--- config.mk ---
export PLATFORM = sky130hd
export DESIGN_NAME = blc_regs
export DESIGN_NICKNAME = d
export VERILOG_FILES = /design/src/design/blc_pkg.sv /design/src/design/blc_sync.sv /design/src/design/blc_regs.sv
export SDC_FILE = /design/constraint.sdc
export NUM_CORES = 1
export LEC_CHECK = 0
export ABC_AREA = 1
export BUFFER_PORTS_ARGS = -buffer_cell sky130_fd_sc_hd__buf_2
export CAP_MARGIN = 25
export CELL_PAD_IN_SITES_DETAIL_PLACEMENT = 0
export CELL_PAD_IN_SITES_GLOBAL_PLACEMENT = 1
export CORE_MARGIN = 2
export CORE_UTILIZATION = 30
export CTS_CLUSTER_SIZE = 10
export DETAILED_ROUTE_END_ITERATION = 8
export GPL_ROUTABILITY_DRIVEN = 0
export PLACE_DENSITY_LB_ADDON = 0.12
export SLEW_MARGIN = 0
export SYNTH_ARGS = -nofsm -noshare
export SYNTH_HDL_FRONTEND = slang
export SYNTH_SLANG_ARGS = --single-unit
--- constraint.sdc ---
create_clock -name clk -period 11.1 [get_ports clk]
set_input_delay 3.33 -clock clk [delete_from_list [all_inputs] [get_ports clk]]
set_output_delay 3.33 -clock clk [all_outputs]
set_load 0.02 [all_outputs]
--- src/design/blc_pkg.sv ---
// shared constants, types and field decoders for the backlight config registers
package blc_pkg;

  // register byte offsets on the serial bus
  localparam logic [7:0] BLC_OFS_BRIGHTNESS = 8'h00;
  localparam logic [7:0] BLC_OFS_CURRENT = 8'h02;
  localparam logic [7:0] BLC_OFS_DIMMING = 8'h04;
  localparam logic [7:0] BLC_OFS_FAULT = 8'h06;

  // register reset values
  localparam logic [15:0] BLC_RST_BRIGHTNESS = 16'h0000;
  localparam logic [15:0] BLC_RST_CURRENT = 16'h0fff;
  localparam logic [15:0] BLC_RST_DIMMING = 16'h08a3;
  localparam logic [15:0] BLC_RST_FAULT = 16'h0100;

  // default 7-bit serial device address, value is arbitrary
  localparam logic [6:0] BLC_DEV_ADDR_DEF = 7'h2c;

  // field positions
  localparam int BLC_CUR_LSB = 0;
  localparam int BLC_DIM_PSEUDO = 14;
  localparam int BLC_DIM_RATE_LSB = 12;
  localparam int BLC_DIM_SPAN_LSB = 10;
  localparam int BLC_DIM_SRC_LSB = 8;
  localparam int BLC_DIM_RAMP_LSB = 5;
  localparam int BLC_DIM_DITHER_LSB = 2;
  localparam int BLC_DIM_SCURVE = 1;
  localparam int BLC_FLT_GND = 8;
  localparam int BLC_FLT_SHORT_LSB = 0;

  // brightness source codes
  localparam logic [1:0] BLC_SRC_PWM_PIN = 2'h0;
  localparam logic [1:0] BLC_SRC_REGISTER = 2'h2;

  // linear ramp durations in ms, code 0 means no ramp
  localparam logic [10:0] BLC_RAMP_MS_1 = 11'h001;
  localparam logic [10:0] BLC_RAMP_MS_2 = 11'h002;
  localparam logic [10:0] BLC_RAMP_MS_3 = 11'h032;
  localparam logic [10:0] BLC_RAMP_MS_4 = 11'h064;
  localparam logic [10:0] BLC_RAMP_MS_5 = 11'h0c8;
  localparam logic [10:0] BLC_RAMP_MS_6 = 11'h12c;
  localparam logic [10:0] BLC_RAMP_MS_7 = 11'h1f4;
  // s-curve stretch factor on the linear duration, plain default
  localparam logic [1:0] BLC_SCURVE_STRETCH = 2'h2;

  // spread-spectrum modulation rates in Hz
  localparam logic [10:0] BLC_SSC_HZ_0 = 11'h0c8;
  localparam logic [10:0] BLC_SSC_HZ_1 = 11'h1f4;
  localparam logic [10:0] BLC_SSC_HZ_2 = 11'h320;
  localparam logic [10:0] BLC_SSC_HZ_3 = 11'h4b0;
  // spread-spectrum span in tenths of a percent
  localparam logic [6:0] BLC_SSC_SPAN_0 = 7'h21;
  localparam logic [6:0] BLC_SSC_SPAN_1 = 7'h2b;
  localparam logic [6:0] BLC_SSC_SPAN_2 = 7'h35;
  localparam logic [6:0] BLC_SSC_SPAN_3 = 7'h48;

  // serial slave states
  typedef enum logic [2:0] {
    BLC_IDLE, BLC_ADDR, BLC_ACK_ADDR, BLC_WRITE, BLC_ACK_WRITE, BLC_READ, BLC_READ_ACK
  } blc_i2c_state_t;

  // the four stored registers
  typedef struct packed {
    logic [15:0] brightness_value_reg;
    logic [15:0] sink_current_level_level;
    logic [15:0] dimming_spread_config;
    logic [15:0] fault_detect_config;
  } blc_regs_t;

  // decoded controls toward the analog, boost and sloper logic
  typedef struct packed {
    logic [11:0] sink_current_level;
    logic ssc_pseudo_on;
    logic [1:0] ssc_modulation_rate;
    logic [10:0] ssc_mod_hz;
    logic [6:0] ssc_span_tenths;
    logic [1:0] brightness_source_select;
    logic brightness_from_reg;
    logic [2:0] ramp_code;
    logic [11:0] ramp_ms;
    logic s_curve_ramp_on;
    logic [2:0] dither_bits;
    logic string_ground_short_check_on;
    logic [5:0] short_fault_off;
  } blc_ctrl_t;

  function automatic logic [10:0] blc_ramp_base(input logic [2:0] code);
    case (code)
      3'h1: return BLC_RAMP_MS_1;
      3'h2: return BLC_RAMP_MS_2;
      3'h3: return BLC_RAMP_MS_3;
      3'h4: return BLC_RAMP_MS_4;
      3'h5: return BLC_RAMP_MS_5;
      3'h6: return BLC_RAMP_MS_6;
      3'h7: return BLC_RAMP_MS_7;
      default: return 11'h000;
    endcase
  endfunction

  function automatic logic [10:0] blc_ssc_hz(input logic [1:0] code);
    case (code)
      2'h0: return BLC_SSC_HZ_0;
      2'h1: return BLC_SSC_HZ_1;
      2'h2: return BLC_SSC_HZ_2;
      default: return BLC_SSC_HZ_3;
    endcase
  endfunction

  function automatic logic [6:0] blc_ssc_span(input logic [1:0] code);
    case (code)
      2'h0: return BLC_SSC_SPAN_0;
      2'h1: return BLC_SSC_SPAN_1;
      2'h2: return BLC_SSC_SPAN_2;
      default: return BLC_SSC_SPAN_3;
    endcase
  endfunction

endpackage

--- src/design/blc_sync.sv ---
// two-flop synchroniser for the serial bus pins
`timescale 1ns/1ps
module blc_sync
  import blc_pkg::*;
(
  // clock and reset
  input wire logic clk,
  input wire logic sys_rst,
  // asynchronous pins in, synchronised levels out
  input wire logic [1:0] pin_async,
  output logic [1:0] pin_sync
);

  typedef struct packed {
    logic [1:0] stage1;
    logic [1:0] stage2;
  } blc_sync_state_t;

  blc_sync_state_t cur, next_cur;

  // stage1 feeds stage2 only
  always_comb begin
    next_cur = cur;
    next_cur.stage1 = pin_async;
    next_cur.stage2 = cur.stage1;
  end

  // idle bus level is high, so reset to ones
  always_ff @(posedge clk or posedge sys_rst) begin
    if (sys_rst) begin
      cur <= '{stage1: 2'h3, stage2: 2'h3};
    end else begin
      cur <= next_cur;
    end
  end

  assign pin_sync = cur.stage2;

endmodule

--- src/design/blc_regs.sv ---
// serial-bus configuration register bank of the backlight driver
`timescale 1ns/1ps
module blc_regs
  import blc_pkg::*;
#(
  parameter logic [6:0] DEV_ADDR = BLC_DEV_ADDR_DEF
) (
  // clock and reset
  input wire logic clk,
  input wire logic sys_rst,
  // serial bus pins, open drain
  input wire logic scl_i,
  input wire logic sda_i,
  output logic sda_o,
  output logic sda_oe,
  // device state gate
  input wire logic cfg_write_allowed,
  // decoded controls
  output blc_ctrl_t ctrl,
  output logic [15:0] brightness_value_reg
);

  typedef struct packed {
    blc_i2c_state_t st;
    logic [3:0] bitcnt;
    logic [7:0] shreg;
    logic [7:0] ptr;
    logic ptr_set;
    logic rw;
    logic rd_more;
    logic sda_oe;
    logic scl_d;
    logic sda_d;
    blc_regs_t regs;
    blc_ctrl_t ctrl;
  } blc_regs_state_t;

  // field decode of the stored registers into controls
  function automatic blc_ctrl_t decode(input blc_regs_t r);
    blc_ctrl_t c;
    logic [10:0] base;
    c.sink_current_level = r.sink_current_level_level[BLC_CUR_LSB +: 12];
    c.ssc_pseudo_on = r.dimming_spread_config[BLC_DIM_PSEUDO];
    c.ssc_modulation_rate = r.dimming_spread_config[BLC_DIM_RATE_LSB +: 2];
    c.ssc_mod_hz = blc_ssc_hz(c.ssc_modulation_rate);
    c.ssc_span_tenths = blc_ssc_span(r.dimming_spread_config[BLC_DIM_SPAN_LSB +: 2]);
    c.brightness_source_select = r.dimming_spread_config[BLC_DIM_SRC_LSB +: 2];
    // reserved source codes fall back to the pin so the lamp never freezes
    c.brightness_from_reg = (c.brightness_source_select == BLC_SRC_REGISTER);
    c.ramp_code = r.dimming_spread_config[BLC_DIM_RAMP_LSB +: 3];
    c.s_curve_ramp_on = r.dimming_spread_config[BLC_DIM_SCURVE];
    base = blc_ramp_base(c.ramp_code);
    // s-curve stretches the linear figure
    c.ramp_ms = c.s_curve_ramp_on ? 12'({1'b0, base} * {10'h000, BLC_SCURVE_STRETCH})
                                  : {1'b0, base};
    // codes above four clamp to the deepest supported dither
    c.dither_bits = (r.dimming_spread_config[BLC_DIM_DITHER_LSB +: 3] > 3'h4) ? 3'h4
                    : r.dimming_spread_config[BLC_DIM_DITHER_LSB +: 3];
    c.string_ground_short_check_on = r.fault_detect_config[BLC_FLT_GND];
    c.short_fault_off = r.fault_detect_config[BLC_FLT_SHORT_LSB +: 6];
    return c;
  endfunction

  // byte read, low byte at the even address, unmapped reads zero
  function automatic logic [7:0] rd_byte(input blc_regs_t r, input logic [7:0] a);
    logic [15:0] w;
    logic [7:0] even;
    w = 16'h0000;
    even = {a[7:1], 1'b0};
    if (even == BLC_OFS_BRIGHTNESS) begin
      w = r.brightness_value_reg;
    end else if (even == BLC_OFS_CURRENT) begin
      w = r.sink_current_level_level;
    end else if (even == BLC_OFS_DIMMING) begin
      w = r.dimming_spread_config;
    end else if (even == BLC_OFS_FAULT) begin
      w = r.fault_detect_config;
    end
    return a[0] ? w[15:8] : w[7:0];
  endfunction

  // replace one byte lane of a word
  function automatic logic [15:0] put(input logic [15:0] w, input logic hi, input logic [7:0] d);
    return hi ? {d, w[7:0]} : {w[15:8], d};
  endfunction

  // byte write, every bit stored as written, unmapped writes dropped
  function automatic blc_regs_t wr_byte(input blc_regs_t r, input logic [7:0] a,
                                        input logic [7:0] d);
    blc_regs_t n;
    logic [7:0] even;
    n = r;
    even = {a[7:1], 1'b0};
    if (even == BLC_OFS_BRIGHTNESS) begin
      n.brightness_value_reg = put(r.brightness_value_reg, a[0], d);
    end else if (even == BLC_OFS_CURRENT) begin
      n.sink_current_level_level = put(r.sink_current_level_level, a[0], d);
    end else if (even == BLC_OFS_DIMMING) begin
      n.dimming_spread_config = put(r.dimming_spread_config, a[0], d);
    end else if (even == BLC_OFS_FAULT) begin
      n.fault_detect_config = put(r.fault_detect_config, a[0], d);
    end
    return n;
  endfunction

  localparam blc_regs_t REGS_RST = '{
    brightness_value_reg: BLC_RST_BRIGHTNESS,
    sink_current_level_level: BLC_RST_CURRENT,
    dimming_spread_config: BLC_RST_DIMMING,
    fault_detect_config: BLC_RST_FAULT
  };
  // controls at reset as a constant, so the reset branch loads no logic
  localparam blc_ctrl_t CTRL_RST = decode(REGS_RST);

  blc_regs_state_t cur, next_cur;
  logic [1:0] pins;
  logic scl;
  logic sda;
  logic scl_rise;
  logic scl_fall;
  logic start_cond;
  logic stop_cond;
  logic [7:0] shifted;
  logic [7:0] rdata;

  blc_sync u_sync (
    .clk(clk),
    .sys_rst(sys_rst),
    .pin_async({scl_i, sda_i}),
    .pin_sync(pins)
  );

  // bus events from synchronised levels
  assign scl = pins[1];
  assign sda = pins[0];
  assign scl_rise = scl & ~cur.scl_d;
  assign scl_fall = ~scl & cur.scl_d;
  assign start_cond = scl & cur.scl_d & cur.sda_d & ~sda;
  assign stop_cond = scl & cur.scl_d & ~cur.sda_d & sda;
  assign shifted = {cur.shreg[6:0], sda};
  assign rdata = rd_byte(cur.regs, cur.ptr);

  // serial slave and register update
  always_comb begin
    next_cur = cur;
    next_cur.scl_d = scl;
    next_cur.sda_d = sda;
    next_cur.ctrl = decode(cur.regs);
    if (start_cond) begin
      // repeated start keeps the pointer for a following read
      next_cur.st = BLC_ADDR;
      next_cur.bitcnt = 4'h0;
      next_cur.sda_oe = 1'b0;
      next_cur.ptr_set = 1'b0;
    end else if (stop_cond) begin
      next_cur.st = BLC_IDLE;
      next_cur.sda_oe = 1'b0;
    end else begin
      unique case (cur.st)
        BLC_IDLE: begin
          next_cur.sda_oe = 1'b0;
        end
        BLC_ADDR, BLC_WRITE: begin
          if (scl_rise) begin
            next_cur.shreg = shifted;
            next_cur.bitcnt = cur.bitcnt + 4'h1;
          end else if (scl_fall && cur.bitcnt == 4'h8) begin
            if (cur.st == BLC_ADDR) begin
              if (cur.shreg[7:1] == DEV_ADDR) begin
                next_cur.sda_oe = 1'b1;
                next_cur.rw = cur.shreg[0];
                next_cur.st = BLC_ACK_ADDR;
              end else begin
                next_cur.st = BLC_IDLE;
              end
            end else begin
              next_cur.sda_oe = 1'b1;
              next_cur.st = BLC_ACK_WRITE;
              if (!cur.ptr_set) begin
                next_cur.ptr = cur.shreg;
                next_cur.ptr_set = 1'b1;
              end else begin
                // outside standby..normal the byte is acked but not stored
                if (cfg_write_allowed) begin
                  next_cur.regs = wr_byte(cur.regs, cur.ptr, cur.shreg);
                end
                next_cur.ptr = cur.ptr + 8'h01;
              end
            end
          end
        end
        BLC_ACK_ADDR: begin
          if (scl_fall) begin
            next_cur.bitcnt = 4'h0;
            if (cur.rw) begin
              next_cur.shreg = rdata;
              next_cur.sda_oe = ~rdata[7];
              next_cur.st = BLC_READ;
            end else begin
              next_cur.sda_oe = 1'b0;
              next_cur.st = BLC_WRITE;
            end
          end
        end
        BLC_ACK_WRITE: begin
          if (scl_fall) begin
            next_cur.sda_oe = 1'b0;
            next_cur.bitcnt = 4'h0;
            next_cur.st = BLC_WRITE;
          end
        end
        BLC_READ: begin
          if (scl_rise) begin
            next_cur.bitcnt = cur.bitcnt + 4'h1;
          end else if (scl_fall) begin
            if (cur.bitcnt == 4'h8) begin
              next_cur.sda_oe = 1'b0;
              next_cur.ptr = cur.ptr + 8'h01;
              next_cur.st = BLC_READ_ACK;
            end else begin
              next_cur.shreg = {cur.shreg[6:0], 1'b0};
              next_cur.sda_oe = ~cur.shreg[6];
            end
          end
        end
        BLC_READ_ACK: begin
          if (scl_rise) begin
            next_cur.rd_more = ~sda;
          end else if (scl_fall) begin
            if (cur.rd_more) begin
              next_cur.shreg = rdata;
              next_cur.sda_oe = ~rdata[7];
              next_cur.bitcnt = 4'h0;
              next_cur.st = BLC_READ;
            end else begin
              next_cur.st = BLC_IDLE;
            end
          end
        end
      endcase
    end
  end

  // defaults let the device run from its pins with no serial traffic
  always_ff @(posedge clk or posedge sys_rst) begin
    if (sys_rst) begin
      cur <= '{st: BLC_IDLE, bitcnt: 4'h0, shreg: 8'h00, ptr: 8'h00, ptr_set: 1'b0,
               rw: 1'b0, rd_more: 1'b0, sda_oe: 1'b0, scl_d: 1'b1, sda_d: 1'b1,
               regs: REGS_RST, ctrl: CTRL_RST};
    end else begin
      cur <= next_cur;
    end
  end

  // open drain: only ever pulls low
  assign sda_o = 1'b0;
  assign sda_oe = cur.sda_oe;
  assign ctrl = cur.ctrl;
  assign brightness_value_reg = cur.regs.brightness_value_reg;

endmodule

Yosys cells after proc, flatten, opt, wreduce, memory -nomap -nowiden
Index checks and enable logic that the tools add are counted.
{"block": "word_totals", "register_bits": 159, "input_bits": 5, "out_inout_bits": 80, "word_cells": 205}
{"block": "classes", "n_addsub": 2, "n_lt_le_gt_ge": 1, "eq_ne": 57, "n_mux": 63, "bitwise": 21, "n_reduce_logical": 28}
{"op": "$mux 16", "count": 6}
{"op": "$pmux 9 s7", "count": 1}
{"op": "$mux 15", "count": 3}
{"op": "$mux 8", "count": 5}
{"op": "$ne 4x4->1 const B", "count": 10}
{"op": "$reduce_and 10->1", "count": 4}
{"op": "$mux 12", "count": 3}
{"op": "$reduce_and 12->1", "count": 3}
{"op": "$pmux 7 s5", "count": 1}
{"op": "$pmux 11 s3", "count": 1}
{"op": "$pmux 8 s4", "count": 1}
{"op": "$mux 3", "count": 10}
{"op": "$ne 2x2->1 const B", "count": 15}
{"op": "$reduce_and 13->1", "count": 2}
{"op": "$mux 23", "count": 1}
{"op": "$reduce_and 11->1", "count": 2}
{"op": "$eq 3x3->1 const B", "count": 7}
{"op": "$ne 3x3->1 const B", "count": 7}
{"op": "$pmux 7 s3", "count": 1}
{"op": "$mux 1", "count": 20}
{"op": "$mux 10", "count": 2}
{"op": "$reduce_and 9->1", "count": 2}
{"op": "$pmux 8 s2", "count": 1}
{"op": "$eq 7x2->1 const B", "count": 2}
{"op": "31 further kinds", "count": 62}

Longest topological paths before layout
{"block": "depth", "ltp_word": 13, "ltp_mapped": 14, "depth_no_buf": 12}

Hierarchy
Synthesis repeated with hierarchy kept, for this count alone.
{"block": "hier_totals", "hier_cells": 850, "hier_area_um2": 7536.0}
{"module": "blc_regs", "instances": 1, "cells_each": 843, "area_each_um2": 7412.1, "seq_area_each_um2": 3783.6}
{"module": "blc_sync", "instances": 1, "cells_each": 7, "area_each_um2": 123.9, "seq_area_each_um2": 105.1}

Worst setup path after synthesis
OpenSTA, ideal clock, no wires.
{"block": "synth_path", "kind": "input port to flip-flop", "startpoint": "in cfg_write_allowed", "endpoint": "reg cur (netlist bit brightness_value_reg[1])", "setup_ps": 128, "t_arrival_ps": 4158, "t_required_ps": 10972, "slack_ps": 6814, "stages": 6, "path_buffers": 1, "cell_sequence": "nand2_1 > nor4_2 > nand3_2 > buf_2 > nand2_1 > o21ai_1"}
{"block": "synth_between", "elab_chain_cells": 1}
{"element": "from (decl)", "line": "blc_regs.sv:17", "source": "input wire logic cfg_write_allowed,"}
{"element": "$reduce_and 10->1 (no source line)"}
{"element": "to (signal assigned)", "line": "blc_regs.sv:247", "source": "cur <= '{st: BLC_IDLE, bitcnt: 4'h0, shreg: 8'h00, ptr: 8'h00, ptr_set: 1'b0,"}
{"element": "to (signal assigned)", "line": "blc_regs.sv:251", "source": "cur <= next_cur;"}
{"element": "to (decl)", "line": "blc_regs.sv:115", "source": "blc_regs_state_t cur, next_cur;"}
No other way between the ends.
A chain may end at the register's enable or synchronous reset.

==> load_flow_metrics.sql <==
INSERT INTO impl_metrics (metric_group, metric, value, unit) VALUES
('outcome', 'outcome', 'finished, final reports clean', ''),
('worst_setup_path', 'crit_slowest_cell', 'sky130_fd_sc_hd__dfstp_2', ''),
('routing', 'drt-pass1-iter-count', '4', ''),
('yosys', 'synth-async-reset-ratio', '100.0', '%'),
('routing', 'num_vias', '5319', ''),
('sta', 'fmax', '0.2258', 'GHz'),
('worst_hold_path', 'hp-class', 'flop to flop', ''),
('floorplan', 'start_util', '30.39', '%'),
('clock_tree', 'cts-buffers-inserted', '17', ''),
('global_routing', 'gr-usage-all-layers', '15.63', '%'),
('power_and_ir_drop', 'vdd_drop_max', '0.09243', 'mV'),
('power_and_ir_drop', 'post-layout-total-power', '1.683', 'mW'),
('final_layout', 'total_area_of_multi_input_combinational_cells', '2716', 'µm²'),
('final_layout', 'flip_flop_count_of_the_largest_register_all_copies_and_words_added', '76', ''),
('worst_setup_path', 'cp_max_fo', '2', ''),
('worst_setup_path', 'r2r_setup_slk', '8640', 'ps'),
('clock_tree', 'insertion_delay', '420', 'ps'),
('global_routing', 'overflow', '0', ''),
('final_layout', 'finalNetCount', '879', ''),
('clock_tree', 'post_cts.resized_instances', '0', ''),
('yosys', 'number_of_storage_elements_in_the_synthesis_netlist', '153', ''),
('sta', 'final_slew_violations', '0', ''),
('routing', 'vias_per_cell', '4.403', ''),
('yosys', 'synth-edff-count', '0', ''),
('floorplan', 'boundary_pins', '85', ''),
('worst_setup_path', 'critPathKind', 'flop to primary output', ''),
('worst_setup_path', 'crit_buf_inv', '1', ''),
('floorplan', 'placement_rows', '58', ''),
('floorplan', 'die-area', '26650', 'µm²'),
('routing', 'drt_first_iter_violations', '339', ''),
('sta', 'rsz0062_at_grt', 'false', ''),
('sta', 'finClkSkew', '7.967', 'ps'),
('power_and_ir_drop', 'p_leak', '3.923', 'nW'),
('worst_setup_path', 'timing.critical_path.max_delay_family', 'flip-flops', ''),
('global_routing', 'global_route_wire_length_before_repair', '31350', 'µm'),
('clock_tree', 'cts_tree', 'built', ''),
('yosys', 'seq_area_frac_synth', '51.11', '%'),
('worst_setup_path', 'critPathArrivalTime', '1100', 'ps'),
('worst_setup_path', 'setup.worst_path.start_class', 'flop', ''),
('sta', 'worst_slew_margin_rel', '39.43', '%'),
('yosys', 'synthesis.instances', '866', ''),
('clock_tree', 'cts.sinks', '153', ''),
('routing', 'totalWireLength', '19810', 'µm'),
('global_routing', 'grt_max_degree', '81', ''),
('final_layout', 'register_area', '3889', 'µm²'),
('worst_setup_path', 'crit_path_end_kind', 'primary output', ''),
('sta', 'finalSetupViolCount', '0', ''),
('routing', 'avgRoutedWirePerCell', '16.39', 'µm'),
('sta', 'tns', '0', 'ps'),
('clock_tree', 'clock_transition_at_the_registers_of_the_reported_paths', '70', 'ps'),
('clock_tree', 'post-cts-setup-buffers', '0', ''),
('place', 'detailedPlacementHpwl', '13770', 'µm'),
('global_routing', 'grt_pass1_vias', '5246', ''),
('floorplan', 'fp.dieW', '163.3', 'µm'),
('floorplan', 'chipHeight', '163.3', 'µm'),
('yosys', 'total_standard_cell_area_after_synthesis', '7609', 'µm²'),
('clock_tree', 'clock_tree.htree_level_count', '4', ''),
('job', 'cap_violations', '0', ''),
('power_and_ir_drop', 'power_density', '201.8', 'nW/µm²'),
('worst_setup_path', 'destination_of_the_critical_timing_path', 'ctrl[29]', ''),
('routing', 'remaining_drc_errors', '0', ''),
('sta', 'worst_pin_slew', '907.6', 'ps'),
('final_layout', 'n_fill_cell', '2656', ''),
('worst_setup_path', 'crit-reg2reg-capture', 'sda_oe', ''),
('final_layout', 'fraction_of_final_layout_cells_with_drive_strength_greater_than_1', '26.65', '%'),
('worst_setup_path', 'reg2regPathDepth', '10', ''),
('yosys', 'synth_area_per_cell', '8.786', 'µm²'),
('sta', 'final_cycle_utilization_of_the_critical_path', '39.89', '%'),
('floorplan', 'floorplan.core_area', '25040', 'µm²'),
('sta', 'finalHoldViolations', '0', ''),
('place', 'place.port_buffers', '79', '');
==> worst min path at each step <==
stage	to	cells after the start	start
finish	u_sync.pin_sync[1]	0	u_sync.cur[3]
global route	u_sync.pin_sync[1]	0	u_sync.cur[3]
CTS	u_sync.pin_sync[1]	0	u_sync.cur[3]
detailed placement	u_sync.pin_sync[1]	0	u_sync.cur[3]
global placement	u_sync.pin_sync[1]	0	u_sync.cur[3]
floorplan	u_sync.pin_sync[0]	0	u_sync.cur[2]
==> cells in the mapped netlist (14+ instances only) <==
cell | count | area share (%)
sky130_fd_sc_hd__nand2_2 | 14 | 1.2
sky130_fd_sc_hd__nor2_1 | 60 | 3.0
sky130_fd_sc_hd__inv_1 | 63 | 3.1
sky130_fd_sc_hd__nand2_1 | 207 | 10
sky130_fd_sc_hd__dfrtp_1 | 105 | 35
sky130_fd_sc_hd__dfstp_2 | 48 | 17
sky130_fd_sc_hd__a21oi_1 | 26 | 1.7
sky130_fd_sc_hd__nand3_1 | 57 | 3.7
sky130_fd_sc_hd__buf_4 | 81 | 8.0
sky130_fd_sc_hd__o21ai_0 | 48 | 3.2
sky130_fd_sc_hd__o21ai_1 | 35 | 2.3
==> where the power goes <==
group | total (mW) | internal, mW | switching (mW)
clock network | 0.600 | 0.342 | 0.259
logic | 0.448 | 0.115 | 0.334
registers | 0.634 | 0.591 | 0.0435
total | 1.68 | 1.05 | 0.636
==> per-stage QoR <==
step / worst slack, ps / util (%) / cell area, µm² / cells / hold slack, ps
finish: 6672 / 33.31 / 8339 / 1208 / 355.9
global route: 6619 / 33.31 / 8339 / 1208 / 361.3
CTS: 6503 / 33.20 / 8312 / 1207 / 356.9
detailed placement: 6045 / 30.75 / 7700 / 1175 / 346.8
global placement: 6042 / 30.75 / 7700 / 1175 / 347.3
floorplan: 3728 / - / 7624 / 870 / 345.2
==> final cells by class <==
type / instances / share of cell area, %
timing repair buffer: 82 / 5.251
tap: 330 / 4.951
multi-input combinational: 540 / 32.57
inverter: 71 / 3.256
clock buffer: 18 / 5.146
clock inverter: 14 / 2.191
sequential: 153 / 46.63
==> layer usage <==
| layer | wire (µm) | GRT usage (%) |
|---|---|---|
| met3 | 587 | 2.717 |
| met2 | 9326 | 25.55 |
| met4 | 157 | 3.379 |
| met5 | 0 | 0 |
| met1 | 9734 | 21.69 |
==> cell families (layout without fill, tap and decap cells) <==
kind of cell	Yosys count	count (layout)	synth area share [%]
other	1	5	0.04929
AO/OA/AOI/OAI	134	134	9.818
flip-flops	153	153	51.11
AND/OR/NAND/NOR	387	387	23.58
XOR/XNOR	5	5	0.5757
buffers and inverters	177	185	13.39
adder cells (fa/ha/maj)	9	9	1.480
==> layout by cell type (no fill, tap or decap), types with 3 or more instances in the layout <==
cell type	n
sky130_fd_sc_hd__o21ai_2	10
sky130_fd_sc_hd__nor2_2	10
sky130_fd_sc_hd__xor2_1	3
sky130_fd_sc_hd__inv_2	8
sky130_fd_sc_hd__nand4_1	3
sky130_fd_sc_hd__or2_2	9
sky130_fd_sc_hd__clkbuf_16	17
sky130_fd_sc_hd__nor3_4	3
sky130_fd_sc_hd__inv_6	5
sky130_fd_sc_hd__dfrtp_1	105
sky130_fd_sc_hd__dfstp_2	48
sky130_fd_sc_hd__conb_1	5
sky130_fd_sc_hd__nand3_1	57
sky130_fd_sc_hd__buf_2	79
sky130_fd_sc_hd__nand3_2	6
sky130_fd_sc_hd__nor2_1	60
sky130_fd_sc_hd__a21oi_1	26
sky130_fd_sc_hd__ha_1	9
sky130_fd_sc_hd__a31oi_1	3
sky130_fd_sc_hd__a21oi_2	4
sky130_fd_sc_hd__o211ai_1	4
sky130_fd_sc_hd__nor3_1	8
sky130_fd_sc_hd__o21ai_0	48
sky130_fd_sc_hd__inv_1	62
sky130_fd_sc_hd__nand2_2	14
sky130_fd_sc_hd__nand2_1	207
sky130_fd_sc_hd__o21ai_1	35
No activity file was read; power rests on OpenSTA's default activity.
